--- src/rtl/lpcsm_pkg.sv ---
// Package of constants and decode functions for the line port clock mux
// Notes on behaviour
// Loop timing: transmit clocked like receive
// Loop timing: loopbacks never move clock sources
// Loop timing, unit active: recovered clock everywhere
// Loop timing, unit inactive: line clock pin everywhere
// Without loop timing, loopbacks switch clock sources
// Line loopback: line clock out from receive side
// Payload loopback: transmit clocks follow receive side
// Payload loopback ignores transmit framer inputs
// Diagnostic loopback: receive clocked from transmit source
// Diagnostic loopback ignores receive line data
// Diagnostic plus line: split line and receive clocks
// Receive default: recovered clock or line pin
// Transmit default: rate adapter unless choice set
// Unit active decoded from line mode 001-011
// Other loopbacks: line clock out from transmit choice
// External logic times pins to matching clocks
// Loop timed, unit active: use receive clock out
// Loop timed, unit inactive: use line clock in
// Line loopback: time transmit line to its clock
// Diagnostic loopback: time framer to receive clock
// Loopback codes: 1XX diagnostic, 001 analog
// Transmit clock out source selection
// Receive clock out source selection
// Source changes make no runt clock pulses
package lpcsm_pkg;

  // Clock source codes, also shown in the status register
  localparam logic [1:0] SRC_LIU = 2'h0;
  localparam logic [1:0] SRC_RX_LINE_CLOCK_IN = 2'h1;
  localparam logic [1:0] SRC_CLOCK_RATE_ADAPTER = 2'h2;
  localparam logic [1:0] SRC_TX_CLOCK_IN = 2'h3;
  localparam int NUM_SRC = 4;
  localparam int NUM_OUT = 3;
  localparam int OUT_RX = 0;
  localparam int OUT_TX = 1;
  localparam int OUT_TL = 2;

  // Loopback mode codes
  localparam logic [2:0] LBM_NONE = 3'h0;
  localparam logic [2:0] LBM_ANALOG = 3'h1;
  localparam logic [2:0] LBM_LINE = 3'h2;
  localparam logic [2:0] LBM_PAYLOAD = 3'h3;
  localparam logic [2:0] LBM_DIAG_LINE = 3'h6;
  localparam int LBM_DIAG_BIT = 2;

  // Register byte addresses
  localparam logic [7:0] ADDR_CFG3 = 8'h00;
  localparam logic [7:0] ADDR_CFG4 = 8'h04;
  localparam logic [7:0] ADDR_STATUS = 8'h08;

  // Field positions of port_config_reg_three
  localparam int CFG3_LOOP_TIMING_ENABLE = 0;
  localparam int CFG3_CHOICE = 1;
  localparam int CFG3_RX_FRAMER_TIMING_SELECT = 2;
  localparam int CFG3_TX_LINE_TIMING_SELECT = 3;
  localparam int CFG3_TX_FRAMER_TIMING_SELECT = 4;
  // Field positions of port_config_reg_four
  localparam int CFG4_LM_LSB = 0;
  localparam int CFG4_LBM_LSB = 4;
  // Field positions of the status register
  localparam int ST_RXSRC_LSB = 0;
  localparam int ST_TXSRC_LSB = 2;
  localparam int ST_TLSRC_LSB = 4;
  localparam int ST_ACTIVE = 6;
  localparam int ST_BUSY = 7;
  localparam int ST_PRESENT_LSB = 8;

  // Reset values
  localparam logic [2:0] LM_RESET = 3'h0;
  localparam logic [2:0] LBM_RESET = 3'h0;
  localparam logic CFG_BIT_RESET = 1'b0;
  localparam logic [31:0] RDATA_ZERO = 32'h0000_0000;

  // A source is counted missing after this long without a rising edge
  localparam int SYS_CLK_MHZ = 25;
  localparam int LOSS_TIME_NS = 2000;
  localparam int LOSS_CYC = (LOSS_TIME_NS * SYS_CLK_MHZ) / 1000;
  localparam int CNT_W = 8;

  function automatic logic unit_active(input logic [2:0] lm);
    unit_active = (lm == 3'h1) || (lm == 3'h2) || (lm == 3'h3);
  endfunction

  function automatic logic is_diag(input logic [2:0] lbm);
    is_diag = lbm[LBM_DIAG_BIT];
  endfunction

endpackage

--- src/rtl/lpcsm_clock_mux.sv ---
// Clock source selection for one line port, with its register port
//
// Our own choices: the plain strobed port and the register addresses.
module lpcsm_clock_mux
  import lpcsm_pkg::*;
#(
  parameter int LOSS_CYCLES = LOSS_CYC
) (
  // Clock and reset
  input wire logic sys_clk,
  input wire logic reset,
  // Register port
  input wire logic [7:0] reg_addr,
  input wire logic [31:0] reg_wdata,
  input wire logic reg_write,
  input wire logic reg_read,
  output logic [31:0] reg_rdata,
  // Clock sources, asynchronous to sys_clk
  input wire logic rx_recovered_clock_in,
  input wire logic rx_line_clock_in,
  input wire logic clock_rate_adapter_in,
  input wire logic tx_clock_in,
  // Clock outputs
  output logic tx_line_clock_out,
  output logic tx_clock_out,
  output logic rx_clock_out,
  // Data paths that loopbacks silence
  input wire logic tx_framer_data_in,
  input wire logic rx_line_data_in,
  output logic tx_framer_data_taken,
  output logic rx_line_data_taken,
  // Timing select levels for the pin timing logic
  output logic rx_framer_timing_select,
  output logic tx_line_timing_select,
  output logic tx_framer_timing_select
);

  generate
    if (LOSS_CYCLES < 2 || LOSS_CYCLES > 255)
    begin : g_bad_loss
      $error("LOSS_CYCLES must lie in 2..255");
    end
  endgenerate

  // Configuration registers
  logic loop_timing_enable_r;
  logic rate_adapter_clock_choice_r;
  logic [2:0] line_mode_select_r;
  logic [2:0] loopback_mode_select_r;

  always_ff @(posedge sys_clk)
  begin
    if (reset)
    begin
      loop_timing_enable_r <= CFG_BIT_RESET;
      rate_adapter_clock_choice_r <= CFG_BIT_RESET;
      rx_framer_timing_select <= CFG_BIT_RESET;
      tx_line_timing_select <= CFG_BIT_RESET;
      tx_framer_timing_select <= CFG_BIT_RESET;
    end
    else if (reg_write && reg_addr == ADDR_CFG3)
    begin
      loop_timing_enable_r <= reg_wdata[CFG3_LOOP_TIMING_ENABLE];
      rate_adapter_clock_choice_r <= reg_wdata[CFG3_CHOICE];
      rx_framer_timing_select <= reg_wdata[CFG3_RX_FRAMER_TIMING_SELECT];
      tx_line_timing_select <= reg_wdata[CFG3_TX_LINE_TIMING_SELECT];
      tx_framer_timing_select <= reg_wdata[CFG3_TX_FRAMER_TIMING_SELECT];
    end
  end

  always_ff @(posedge sys_clk)
  begin
    if (reset)
    begin
      line_mode_select_r <= LM_RESET;
      loopback_mode_select_r <= LBM_RESET;
    end
    else if (reg_write && reg_addr == ADDR_CFG4)
    begin
      line_mode_select_r <= reg_wdata[CFG4_LM_LSB +: 3];
      loopback_mode_select_r <= reg_wdata[CFG4_LBM_LSB +: 3];
    end
  end

  // Source selection
  logic line_unit_active;
  logic diag_on;
  logic [1:0] line_src;
  logic [1:0] tx_norm_src;
  logic [NUM_OUT-1:0][1:0] sel_req;

  assign line_unit_active = unit_active(line_mode_select_r);
  assign diag_on = is_diag(loopback_mode_select_r);

  always_comb
  begin
    line_src = line_unit_active ? SRC_LIU : SRC_RX_LINE_CLOCK_IN;
    tx_norm_src = rate_adapter_clock_choice_r ? SRC_TX_CLOCK_IN : SRC_CLOCK_RATE_ADAPTER;
    if (loop_timing_enable_r)
    begin
      // Loopback code is not looked at here at all
      sel_req[OUT_RX] = line_src;
      sel_req[OUT_TX] = line_src;
      sel_req[OUT_TL] = line_src;
    end
    else
    begin
      if (diag_on)
        sel_req[OUT_RX] = tx_norm_src;
      else if (loopback_mode_select_r == LBM_ANALOG && !line_unit_active
               && rate_adapter_clock_choice_r)
        sel_req[OUT_RX] = SRC_TX_CLOCK_IN;
      else
        sel_req[OUT_RX] = line_src;
      if (loopback_mode_select_r == LBM_PAYLOAD)
        sel_req[OUT_TX] = line_src;
      else
        sel_req[OUT_TX] = tx_norm_src;
      if (loopback_mode_select_r == LBM_LINE
          || loopback_mode_select_r == LBM_DIAG_LINE
          || loopback_mode_select_r == LBM_PAYLOAD)
        sel_req[OUT_TL] = line_src;
      else
        sel_req[OUT_TL] = tx_norm_src;
    end
  end

  // Sampled clock sources, ordered by source code
  logic [NUM_SRC-1:0] src_raw;
  logic [NUM_SRC-1:0] src_sync;

  assign src_raw[SRC_LIU] = rx_recovered_clock_in;
  assign src_raw[SRC_RX_LINE_CLOCK_IN] = rx_line_clock_in;
  assign src_raw[SRC_CLOCK_RATE_ADAPTER] = clock_rate_adapter_in;
  assign src_raw[SRC_TX_CLOCK_IN] = tx_clock_in;

  lpcsm_sync #(
    .WIDTH(NUM_SRC)
  ) u_src_sync (
    .sys_clk(sys_clk),
    .reset(reset),
    .din(src_raw),
    .dout(src_sync)
  );

  // One glitch-free selector per output clock
  logic [NUM_OUT-1:0] clk_sel;
  logic [NUM_OUT-1:0][1:0] sel_cur;
  logic [NUM_OUT-1:0] mux_busy;

  genvar gi;
  generate
    for (gi = 0; gi < NUM_OUT; gi++)
    begin : g_mux
      lpcsm_glitch_mux #(
        .RESET_SEL(gi == OUT_RX ? SRC_RX_LINE_CLOCK_IN : SRC_CLOCK_RATE_ADAPTER)
      ) u_mux (
        .sys_clk(sys_clk),
        .reset(reset),
        .src_levels(src_sync),
        .sel_req(sel_req[gi]),
        .clk_out(clk_sel[gi]),
        .sel_cur(sel_cur[gi]),
        .busy(mux_busy[gi])
      );
    end
  endgenerate

  // Framer clock outputs are the internal logic clocks themselves
  assign rx_clock_out = clk_sel[OUT_RX];
  assign tx_clock_out = clk_sel[OUT_TX];
  assign tx_line_clock_out = clk_sel[OUT_TL];

  // Presence watch: a stopped source shows up before anyone selects it
  logic [NUM_SRC-1:0] src_prev_r;
  logic [NUM_SRC-1:0] src_present;
  logic [NUM_SRC-1:0][CNT_W-1:0] idle_cnt_r;
  localparam logic [CNT_W-1:0] LOSS_LIMIT = CNT_W'(LOSS_CYCLES);

  always_ff @(posedge sys_clk)
  begin
    if (reset)
      src_prev_r <= '0;
    else
      src_prev_r <= src_sync;
  end

  generate
    for (gi = 0; gi < NUM_SRC; gi++)
    begin : g_watch
      always_ff @(posedge sys_clk)
      begin
        if (reset)
          idle_cnt_r[gi] <= LOSS_LIMIT;
        else if (src_sync[gi] && !src_prev_r[gi])
          idle_cnt_r[gi] <= '0;
        else if (idle_cnt_r[gi] != LOSS_LIMIT)
          idle_cnt_r[gi] <= idle_cnt_r[gi] + 1'b1;
      end
      assign src_present[gi] = (idle_cnt_r[gi] != LOSS_LIMIT);
    end
  endgenerate

  // Data gating; inputs come from other clock domains
  logic [1:0] data_sync;

  lpcsm_sync #(
    .WIDTH(2)
  ) u_data_sync (
    .sys_clk(sys_clk),
    .reset(reset),
    .din({rx_line_data_in, tx_framer_data_in}),
    .dout(data_sync)
  );

  always_ff @(posedge sys_clk)
  begin
    if (reset)
    begin
      tx_framer_data_taken <= 1'b0;
      rx_line_data_taken <= 1'b0;
    end
    else
    begin
      // Loop timing keeps clocks fixed but the data paths still loop
      tx_framer_data_taken <= (loopback_mode_select_r == LBM_PAYLOAD)
                              ? 1'b0 : data_sync[0];
      rx_line_data_taken <= diag_on ? 1'b0 : data_sync[1];
    end
  end

  // Register read, data one cycle after the strobe
  logic [31:0] status_word;

  always_comb
  begin
    status_word = RDATA_ZERO;
    status_word[ST_RXSRC_LSB +: 2] = sel_cur[OUT_RX];
    status_word[ST_TXSRC_LSB +: 2] = sel_cur[OUT_TX];
    status_word[ST_TLSRC_LSB +: 2] = sel_cur[OUT_TL];
    status_word[ST_ACTIVE] = line_unit_active;
    status_word[ST_BUSY] = |mux_busy;
    status_word[ST_PRESENT_LSB +: NUM_SRC] = src_present;
  end

  always_ff @(posedge sys_clk)
  begin
    if (reset)
      reg_rdata <= RDATA_ZERO;
    else if (reg_read)
    begin
      reg_rdata <= RDATA_ZERO;
      case (reg_addr)
        ADDR_CFG3:
        begin
          reg_rdata[CFG3_LOOP_TIMING_ENABLE] <= loop_timing_enable_r;
          reg_rdata[CFG3_CHOICE] <= rate_adapter_clock_choice_r;
          reg_rdata[CFG3_RX_FRAMER_TIMING_SELECT] <= rx_framer_timing_select;
          reg_rdata[CFG3_TX_LINE_TIMING_SELECT] <= tx_line_timing_select;
          reg_rdata[CFG3_TX_FRAMER_TIMING_SELECT] <= tx_framer_timing_select;
        end
        ADDR_CFG4:
        begin
          reg_rdata[CFG4_LM_LSB +: 3] <= line_mode_select_r;
          reg_rdata[CFG4_LBM_LSB +: 3] <= loopback_mode_select_r;
        end
        ADDR_STATUS:
          reg_rdata <= status_word;
        default:
          reg_rdata <= RDATA_ZERO;
      endcase
    end
    else
      reg_rdata <= RDATA_ZERO;
  end

endmodule

--- src/rtl/lpcsm_glitch_mux.sv ---
// Glitch-free selector of one sampled clock among the four sources
module lpcsm_glitch_mux
  import lpcsm_pkg::*;
#(
  parameter logic [1:0] RESET_SEL = SRC_RX_LINE_CLOCK_IN
) (
  // Clock and reset
  input wire logic sys_clk,
  input wire logic reset,
  // Sampled source levels and wanted source
  input wire logic [NUM_SRC-1:0] src_levels,
  input wire logic [1:0] sel_req,
  // Selected clock and state
  output logic clk_out,
  output logic [1:0] sel_cur,
  output logic busy
);

  typedef enum logic [1:0] {
    GM_RUN = 2'b00,
    GM_DRAIN = 2'b01,
    GM_ARM = 2'b10
  } lpcsm_gm_state_t;

  lpcsm_gm_state_t state_r;

  // Old source is followed until it falls, so its high phase is never cut;
  // the new one is taken only once it is low, so its first high is whole.
  always_ff @(posedge sys_clk)
  begin
    if (reset)
    begin
      state_r <= GM_RUN;
      sel_cur <= RESET_SEL;
    end
    else
    begin
      case (state_r)
        GM_RUN:
          if (sel_req != sel_cur)
            state_r <= GM_DRAIN;
        GM_DRAIN:
          if (!src_levels[sel_cur])
          begin
            sel_cur <= sel_req;
            state_r <= GM_ARM;
          end
        GM_ARM:
          if (!src_levels[sel_cur])
            state_r <= GM_RUN;
        default:
          state_r <= GM_RUN;
      endcase
    end
  end

  always_ff @(posedge sys_clk)
  begin
    if (reset)
      clk_out <= 1'b0;
    else if (state_r == GM_ARM)
      clk_out <= 1'b0;
    else if (state_r == GM_DRAIN && !src_levels[sel_cur])
      clk_out <= 1'b0;
    else
      clk_out <= src_levels[sel_cur];
  end

  assign busy = (state_r != GM_RUN);

endmodule

--- src/rtl/lpcsm_sync.sv ---
// Two flip-flop synchroniser for levels from outside the sys_clk domain
module lpcsm_sync #(
  parameter int WIDTH = 1
) (
  // Clock and reset
  input wire logic sys_clk,
  input wire logic reset,
  // Levels
  input wire logic [WIDTH-1:0] din,
  output logic [WIDTH-1:0] dout
);

  logic [WIDTH-1:0] stage1_r;

  always_ff @(posedge sys_clk)
  begin
    if (reset)
    begin
      stage1_r <= '0;
      dout <= '0;
    end
    else
    begin
      stage1_r <= din;
      dout <= stage1_r;
    end
  end

endmodule
--- config.mk ---
export PLATFORM = sky130hd
export DESIGN_NAME = lpcsm_clock_mux
export DESIGN_NICKNAME = d
export VERILOG_FILES = /design/src/rtl/lpcsm_pkg.sv /design/src/rtl/lpcsm_clock_mux.sv /design/src/rtl/lpcsm_glitch_mux.sv /design/src/rtl/lpcsm_sync.sv
export SDC_FILE = /design/constraint.sdc
export NUM_CORES = 1
export LEC_CHECK = 0
export BUFFER_PORTS_ARGS = -buffer_cell sky130_fd_sc_hd__buf_2
export CORE_AREA = 2 2 117 119
export DETAILED_ROUTE_END_ITERATION = 8
export DIE_AREA = 0 0 119 121
export PLACE_DENSITY = 0.55
export SYNTH_ARGS = -nofsm -noshare
export SYNTH_HDL_FRONTEND = slang
export SYNTH_SLANG_ARGS = --single-unit
--- constraint.sdc ---
create_clock -name sys_clk -period 1.6 [get_ports sys_clk]
set_clock_uncertainty 0.15 [all_clocks]
set_input_delay 0.32 -clock sys_clk [delete_from_list [all_inputs] [get_ports sys_clk]]
set_output_delay 0.32 -clock sys_clk [all_outputs]
set_load 0.02 [all_outputs]
==> out/results.ini, run 1 <==
[detailed_routing]
drt-initial-drc-count=96
drt_pass1_iterations=4
drc=0
wire_per_inst_microns=12.2
num_vias=3021
vias_per_cell=4.50
final_antenna_net_count=0
routed_wirelength_microns=8220

[power_and_ir_drop]
swShare_pct=27.4
intPower_mw=4.52
comb_power_share_pct=23.0
switching_power_mw=1.70
peakVddDrop_mv=0.456
clkPwrFrac_pct=37.1
p_leak_nw=2.08
seqPwrFrac_pct=39.9
p_per_area_mw_per_mm2=1260

[die]
die_h_microns=121
die_x_microns=119
start_util_pct=29.7
rows=42
die_area_sq_mm=0.0144
core_sq_mm=0.0131
boundaryPins=90

[synth]
synth_adder_area_share_pct=2.57
synth_mux_area_share_pct=7.43
synth_top_family_by_area=simple AND/OR/NAND/NOR gates
synth.distinct_cells=45
synth-compound-area-share_pct=6.60
synth-xor-area-share_pct=7.66
synth_edf_count=0
yosys_warnings=0
seq_area_frac_synth_pct=45.3
synthSimpleGateAreaFrac_pct=23.3
avgSynthCellArea_sq_um=9.62
netlist_instances=404
synth_area_sq_mm=0.00389
ys_ff_latch=88
async_flop_share_pct=0
synth_flop_cell=dfxtp_1

[clock_network]
clkSinkCount=88
htreeDepth=3
clockBufferDepth=2
cts_tree=done
clk_pin_slew_worst_paths_ns=0.06
root_buffer=clkbuf_16
cts_hold_buf=0
cts_inserted_buffers=9
clk_latency_ns=0.34

[grt]
antenna_found_initial=0
grt_pass1_wl_microns=13800
track_usage_pct=12.0
grt_remaining_overflow=0
first_global_vias=2923
grt_max_degree=27

[worst_setup_path]
worst_ep_arrival_time_ns=1.78
required_ns=1.67
worst_setup_path_start_kind=flop
critical_path_class=reg2reg
endpoint_kind=flop
critPathMaxFanout=4

[placement]
post-place-ws_ns=-0.184
port-buffer-count=44
hpwlAfterDp_microns=6120
gp_congestion=0.798
dpl.cell_count=654

[timing]
holdWs_ns=0.0381
hold_viol=0
finalCriticalPeriod_ns=1.71
fin_crit_sh_pct=107
finalWorstSetupSlack_ns=-0.110
grt_setup_unrepaired=true
setup_viol=7
drv_slew=0
max_freq_ghz=0.585

[layout]
final_net_count=550
diodes=0
syn2layout_area_growth_pct=26.5
final_common_cell=dfxtp_1
stdcell_count=672
layout_common_cells=81 x dfxtp_1, 52 x nor2_1, 49 x buf_4
final_core_util_pct=37.6
nFillCells=1321
drive_gt1_share_pct=27.0

[run_status]
violations=setup timing
outcome=finished, violations left

[worst_hold_path]
hold_class=in2reg

[flow_run]
cap_violations=0

-- critical path, cell delays in order (launching register included) --
cell     delay, ns
dfxtp_4       0.35
mux4_2        0.54
nor3b_4       0.29
mux2i_1       0.21
nand2_1       0.06
-- cells in the mapped netlist (all sizes together) (2+ instances only) --
master / n / area, sq um
nand3: 12 / 60.1
a211oi: 3 / 27.5
nand2: 7 / 26.3
nand4b: 2 / 17.5
mux4: 3 / 67.6
nor3b: 8 / 86.3
and3: 5 / 31.3
nor2: 52 / 195
clkbuf: 6 / 22.5
nand4: 15 / 93.8
mux2i: 21 / 210
nor3: 8 / 40.0
o31ai: 3 / 22.5
or3: 6 / 37.5
buf: 29 / 214
a21oi: 13 / 65.1
nand2b: 4 / 25.0
nor2b: 26 / 163
xor2: 18 / 158
inv: 10 / 37.5
nor4: 7 / 50.1
a41oi: 2 / 17.5
and2: 6 / 37.5
nand3b: 3 / 22.5
ha: 8 / 100
dfxtp: 88 / 1760
xnor2: 16 / 140
o211ai: 3 / 22.5
o21ai: 11 / 55.1
-- layer usage --
metal	global-route usage [%]	share of wire [%]
met4	5.58	2.1
met3	2.58	3.5
met5	0	0
met1	14.6	46
met2	20.2	48
-- final cells by class --
| cell class | instances | area, sq um | area share (%) |
|---|---|---|---|
| inverters | 10 | 37.5 | 0.763 |
| repair buffers | 93 | 588 | 12.0 |
| flip-flops and latches | 88 | 1780 | 36.1 |
| well taps | 176 | 220 | 4.48 |
| clock buffers | 11 | 253 | 5.14 |
| multi-input cells | 290 | 1970 | 40.0 |
| clock inverters | 4 | 75.1 | 1.53 |
-- cell families (layout without fill, tap and decap cells) --
kind of cell | after synthesis | count (layout)
AND/OR/NAND/NOR | 163 | 163
AO/OA/AOI/OAI | 40 | 40
XOR/XNOR | 34 | 34
adder cells (fa/ha/maj) | 8 | 8
other | 1 | 20
multiplexers | 25 | 25
buffers and inverters | 45 | 118
flip-flops | 88 | 88
-- flip-flops by register name, summed over array words and instances, names as in the netlist, 3 cells and up --
name and count:
u_src_sync.stage1_r 4, g_mux.u_mux.clk_out 3, g_mux.u_mux.state_r 6, idle_cnt_r 32, u_src_sync.dout 4, loopback_mode_select_r 3, src_prev_r 4, reg_rdata 12
line_mode_select_r 3, g_mux.u_mux.sel_cur 6
-- power by group through the flow --
| stage | Combinational [mW] | Clock, mW | Sequential (mW) |
|---|---|---|---|
| finish | 1.43 | 2.31 | 2.48 |
| global placement | 1.34 | 0 | 2.51 |
| detailed placement | 1.38 | 0 | 2.52 |
| global route | 1.61 | 2.46 | 2.50 |
| floorplan | 0.955 | 0 | 2.56 |
| CTS | 1.41 | 2.38 | 2.47 |
-- metrics by stage --
step,total power [mW],cell area (sq um),TNS (ns)
floorplan,3.51,3990,-0.230
global placement,3.86,4540,-0.832
detailed placement,3.90,4540,-1.50
CTS,6.27,4870,-0.288
global route,6.57,4920,-1.07
finish,6.22,4920,-0.480
-- repair_timing --
action                                  4_1_cts  5_1_grt
pin swaps                                     3        3
gates resized for setup                       3        7
endpoints found under the setup margin        8       15
buffers inserted                              0        3
-- worst paths after layout --
path                                          start                                endpoint  slack, ns  depth (start not counted)
min                                 rx_line_data_in      u_data_sync.stage1_r[1]$_SDFF_PP0_       0.04                          2
max          g_mux[1].u_mux.sel_cur[0]$_SDFFE_PP0P_  g_mux[1].u_mux.sel_cur[1]$_SDFFE_PP1P_      -0.11                          4
max reg2reg  g_mux[1].u_mux.sel_cur[0]$_SDFFE_PP0P_  g_mux[1].u_mux.sel_cur[1]$_SDFFE_PP1P_      -0.11                          4
min reg2reg      u_data_sync.stage1_r[0]$_SDFF_PP0_          u_data_sync.dout[0]$_SDFF_PP0_       0.29                          1
Note: power is estimated with default switching activity, not from simulation.
==> inputs of run 2 (changes only) <==
--- a/config.mk
+++ b/config.mk
@@ -7,9 +7,11 @@
 export LEC_CHECK = 0
 export BUFFER_PORTS_ARGS = -buffer_cell sky130_fd_sc_hd__buf_2
 export CORE_AREA = 2 2 117 119
+export CTS_CLUSTER_DIAMETER = 40
 export DETAILED_ROUTE_END_ITERATION = 8
 export DIE_AREA = 0 0 119 121
 export PLACE_DENSITY = 0.55
+export RECOVER_POWER = 25
 export SYNTH_ARGS = -nofsm -noshare
 export SYNTH_HDL_FRONTEND = slang
 export SYNTH_SLANG_ARGS = --single-unit
==> out/results.ini, run 2 (synthesized netlist as in run 1, its figures left out) <==
[run_status]
outcome=finished, violations left
violations=setup timing

[timing]
finalCriticalPeriod_ns=1.71  ; +0.00432 ns
maxSlewHeadroom_pct=59.8
hold_viol=0  ; unchanged
holdWs_ns=0.0383  ; +0.000268 ns
max_freq_ghz=0.583  ; -0.25%
drv_slew=0  ; unchanged
worst_pin_slew_ns=0.598
fin_crit_sh_pct=107  ; +0.27 points
grt_setup_unrepaired=true
setup_viol=7  ; unchanged
finalWorstSetupSlack_ns=-0.114  ; -0.00432 ns

[power_and_ir_drop]
p_per_area_mw_per_mm2=1270  ; +0.45%
p_total_mw=6.21  ; about the same
p_leak_nw=2.06  ; -0.87%
peakVddDrop_mv=0.456  ; about the same

[grt]
grt_remaining_overflow=0  ; unchanged
antenna_found_initial=0  ; unchanged
first_global_vias=2923  ; unchanged
track_usage_pct=12.0  ; unchanged
grt_pass1_wl_microns=13800  ; unchanged
grt_max_degree=27  ; unchanged

[clock_network]
clk_pin_slew_worst_paths_ns=0.06  ; about the same
htreeDepth=3  ; unchanged
cts_hold_buf=0  ; unchanged
cts_inserted_buffers=9  ; unchanged
clockBufferDepth=2  ; unchanged
cts_tree=done
clk_latency_ns=0.34  ; about the same
root_buffer=clkbuf_16
clkSinkCount=88  ; unchanged

[worst_hold_path]
hp-start=rx_line_data_in
hold_class=in2reg
min_to=u_data_sync.stage1_r[1]$_SDFF_PP0_
min_delay_path_depth=2  ; unchanged

[detailed_routing]
num_vias=3019  ; -0.066%
drc=0  ; unchanged
vias_per_cell=4.49  ; about the same
drt-initial-drc-count=116  ; +21%
final_antenna_net_count=0  ; unchanged
routed_wirelength_microns=8230  ; +0.19%
drt_pass1_iterations=4  ; unchanged
wire_per_inst_microns=12.2  ; +0.19%

[layout]
ff_latch_area_sq_mm=0.00178  ; unchanged
nFillCells=1323  ; +0.15%
drive_gt1_share_pct=26.0  ; -1.0 points
multi_input_comb_area_sq_mm=0.00196  ; -0.32%
diodes=0  ; unchanged
stdcell_area_sq_mm=0.00489  ; -0.53%
syn2layout_area_growth_pct=25.8
final_net_count=550  ; unchanged
layout_common_cells=81 x dfxtp_1, 52 x nor2_1, 44 x buf_2
reg_top3=idle_cnt_r x32, reg_rdata x12
final_common_cell=dfxtp_1
largest_register_ffs=32  ; unchanged
top_register=idle_cnt_r

[worst_setup_path]
required_ns=1.68  ; about the same
worst_ep_arrival_time_ns=1.79  ; about the same
r2r-start=g_mux[1].u_mux.sel_cur[0]$_SDFFE_PP0P_
critPathMaxFanout=4  ; unchanged
rr_worst_depth=4  ; unchanged
r2r_slack_ns=-0.11  ; about the same
critical_path_class=reg2reg
worst_setup_path_start_kind=flop
reg2reg_to=g_mux[1].u_mux.sel_cur[1]$_SDFFE_PP1P_
endpoint_kind=flop

[die]
die_area_sq_mm=0.0144  ; unchanged
core_sq_mm=0.0131  ; unchanged
start_util_pct=29.7  ; unchanged
die_x_microns=119  ; unchanged
die_h_microns=121  ; unchanged
boundaryPins=90  ; unchanged
rows=42  ; unchanged

[placement]
hpwlAfterDp_microns=6120  ; unchanged
place_area_sq_mm=0.00454  ; unchanged
gp_congestion=0.798  ; unchanged
port-buffer-count=44  ; unchanged

[flow_run]
cap_violations=0  ; unchanged

-- run 2: per-stage QoR --
| stage | util [%] | setup slack (ns) | std cells | setup TNS, ns |
|---|---|---|---|---|
| after CTS | 37.3 | -0.0926 | 669 | -0.288 |
| after detailed placement | 34.7 | -0.184 | 654 | -1.50 |
| after floorplan | - | -0.0647 | 423 | -0.230 |
| final | 37.4 | -0.114 | 672 | -0.491 |
| after global placement | 34.7 | -0.126 | 654 | -0.832 |
| after global routing | 37.4 | -0.189 | 672 | -2.08 |
-- run 2: worst max path at each step --
stage	to	startpoint	cells past startpoint	slack, ns
3_3_place_gp	reg_rdata[7]$_SDFF_PP0_	reg_addr[5]	5	-0.13
4_1_cts	g_mux[1].u_mux.sel_cur[1]$_SDFFE_PP1P_	g_mux[1].u_mux.sel_cur[0]$_SDFFE_PP0P_	4	-0.09
6_report	g_mux[1].u_mux.sel_cur[1]$_SDFFE_PP1P_	g_mux[1].u_mux.sel_cur[0]$_SDFFE_PP0P_	4	-0.11
3_5_place_dp	reg_rdata[7]$_SDFF_PP0_	reg_addr[5]	5	-0.18
2_1_floorplan	g_mux[0].u_mux.sel_cur[1]$_SDFFE_PP0P_	g_mux[0].u_mux.sel_cur[0]$_SDFFE_PP1P_	5	-0.06
5_1_grt	g_mux[1].u_mux.sel_cur[1]$_SDFFE_PP1P_	g_mux[1].u_mux.sel_cur[0]$_SDFFE_PP0P_	4	-0.19
-- run 2: cell type report --
| type | count | area share [%] |
|---|---|---|
| multi-input combinational | 290 | 40.1 |
| clock buffer | 11 | 5.17 |
| inverter | 10 | 0.767 |
| timing repair buffer | 93 | 11.6 |
| tap | 176 | 4.50 |
| sequential | 88 | 36.3 |
| clock inverter | 4 | 1.53 |
-- run 2: worst max-delay path: stages (launching register included) --
cell and delay, ns:
dfxtp_4 0.35, mux4_2 0.54, nor3b_4 0.29, mux2i_1 0.22, nand2_1 0.06
-- run 2: layer usage --
| metal | wire length [microns] | up-vias | track usage, % |
|---|---|---|---|
| li1 | - | 1526 | - |
| met1 | 3800 | 1411 | 14.6 |
| met2 | 3950 | 69 | 20.2 |
| met3 | 301 | 13 | 2.58 |
| met4 | 175 | 0 | 5.58 |
| met5 | 0 | - | 0 |
-- run 2: power by group --
part,switching [mW],internal (mW)
combinational,0.725,0.701
sequential,0.121,2.36
clock,0.857,1.45
total,1.70,4.51
-- run 2: repair_timing --
item                       in CTS  in global routing
pin swaps                       3                  3
gates resized for setup         3                  7
setup buffers                   0                  3
setup endpoints to repair       8                 15
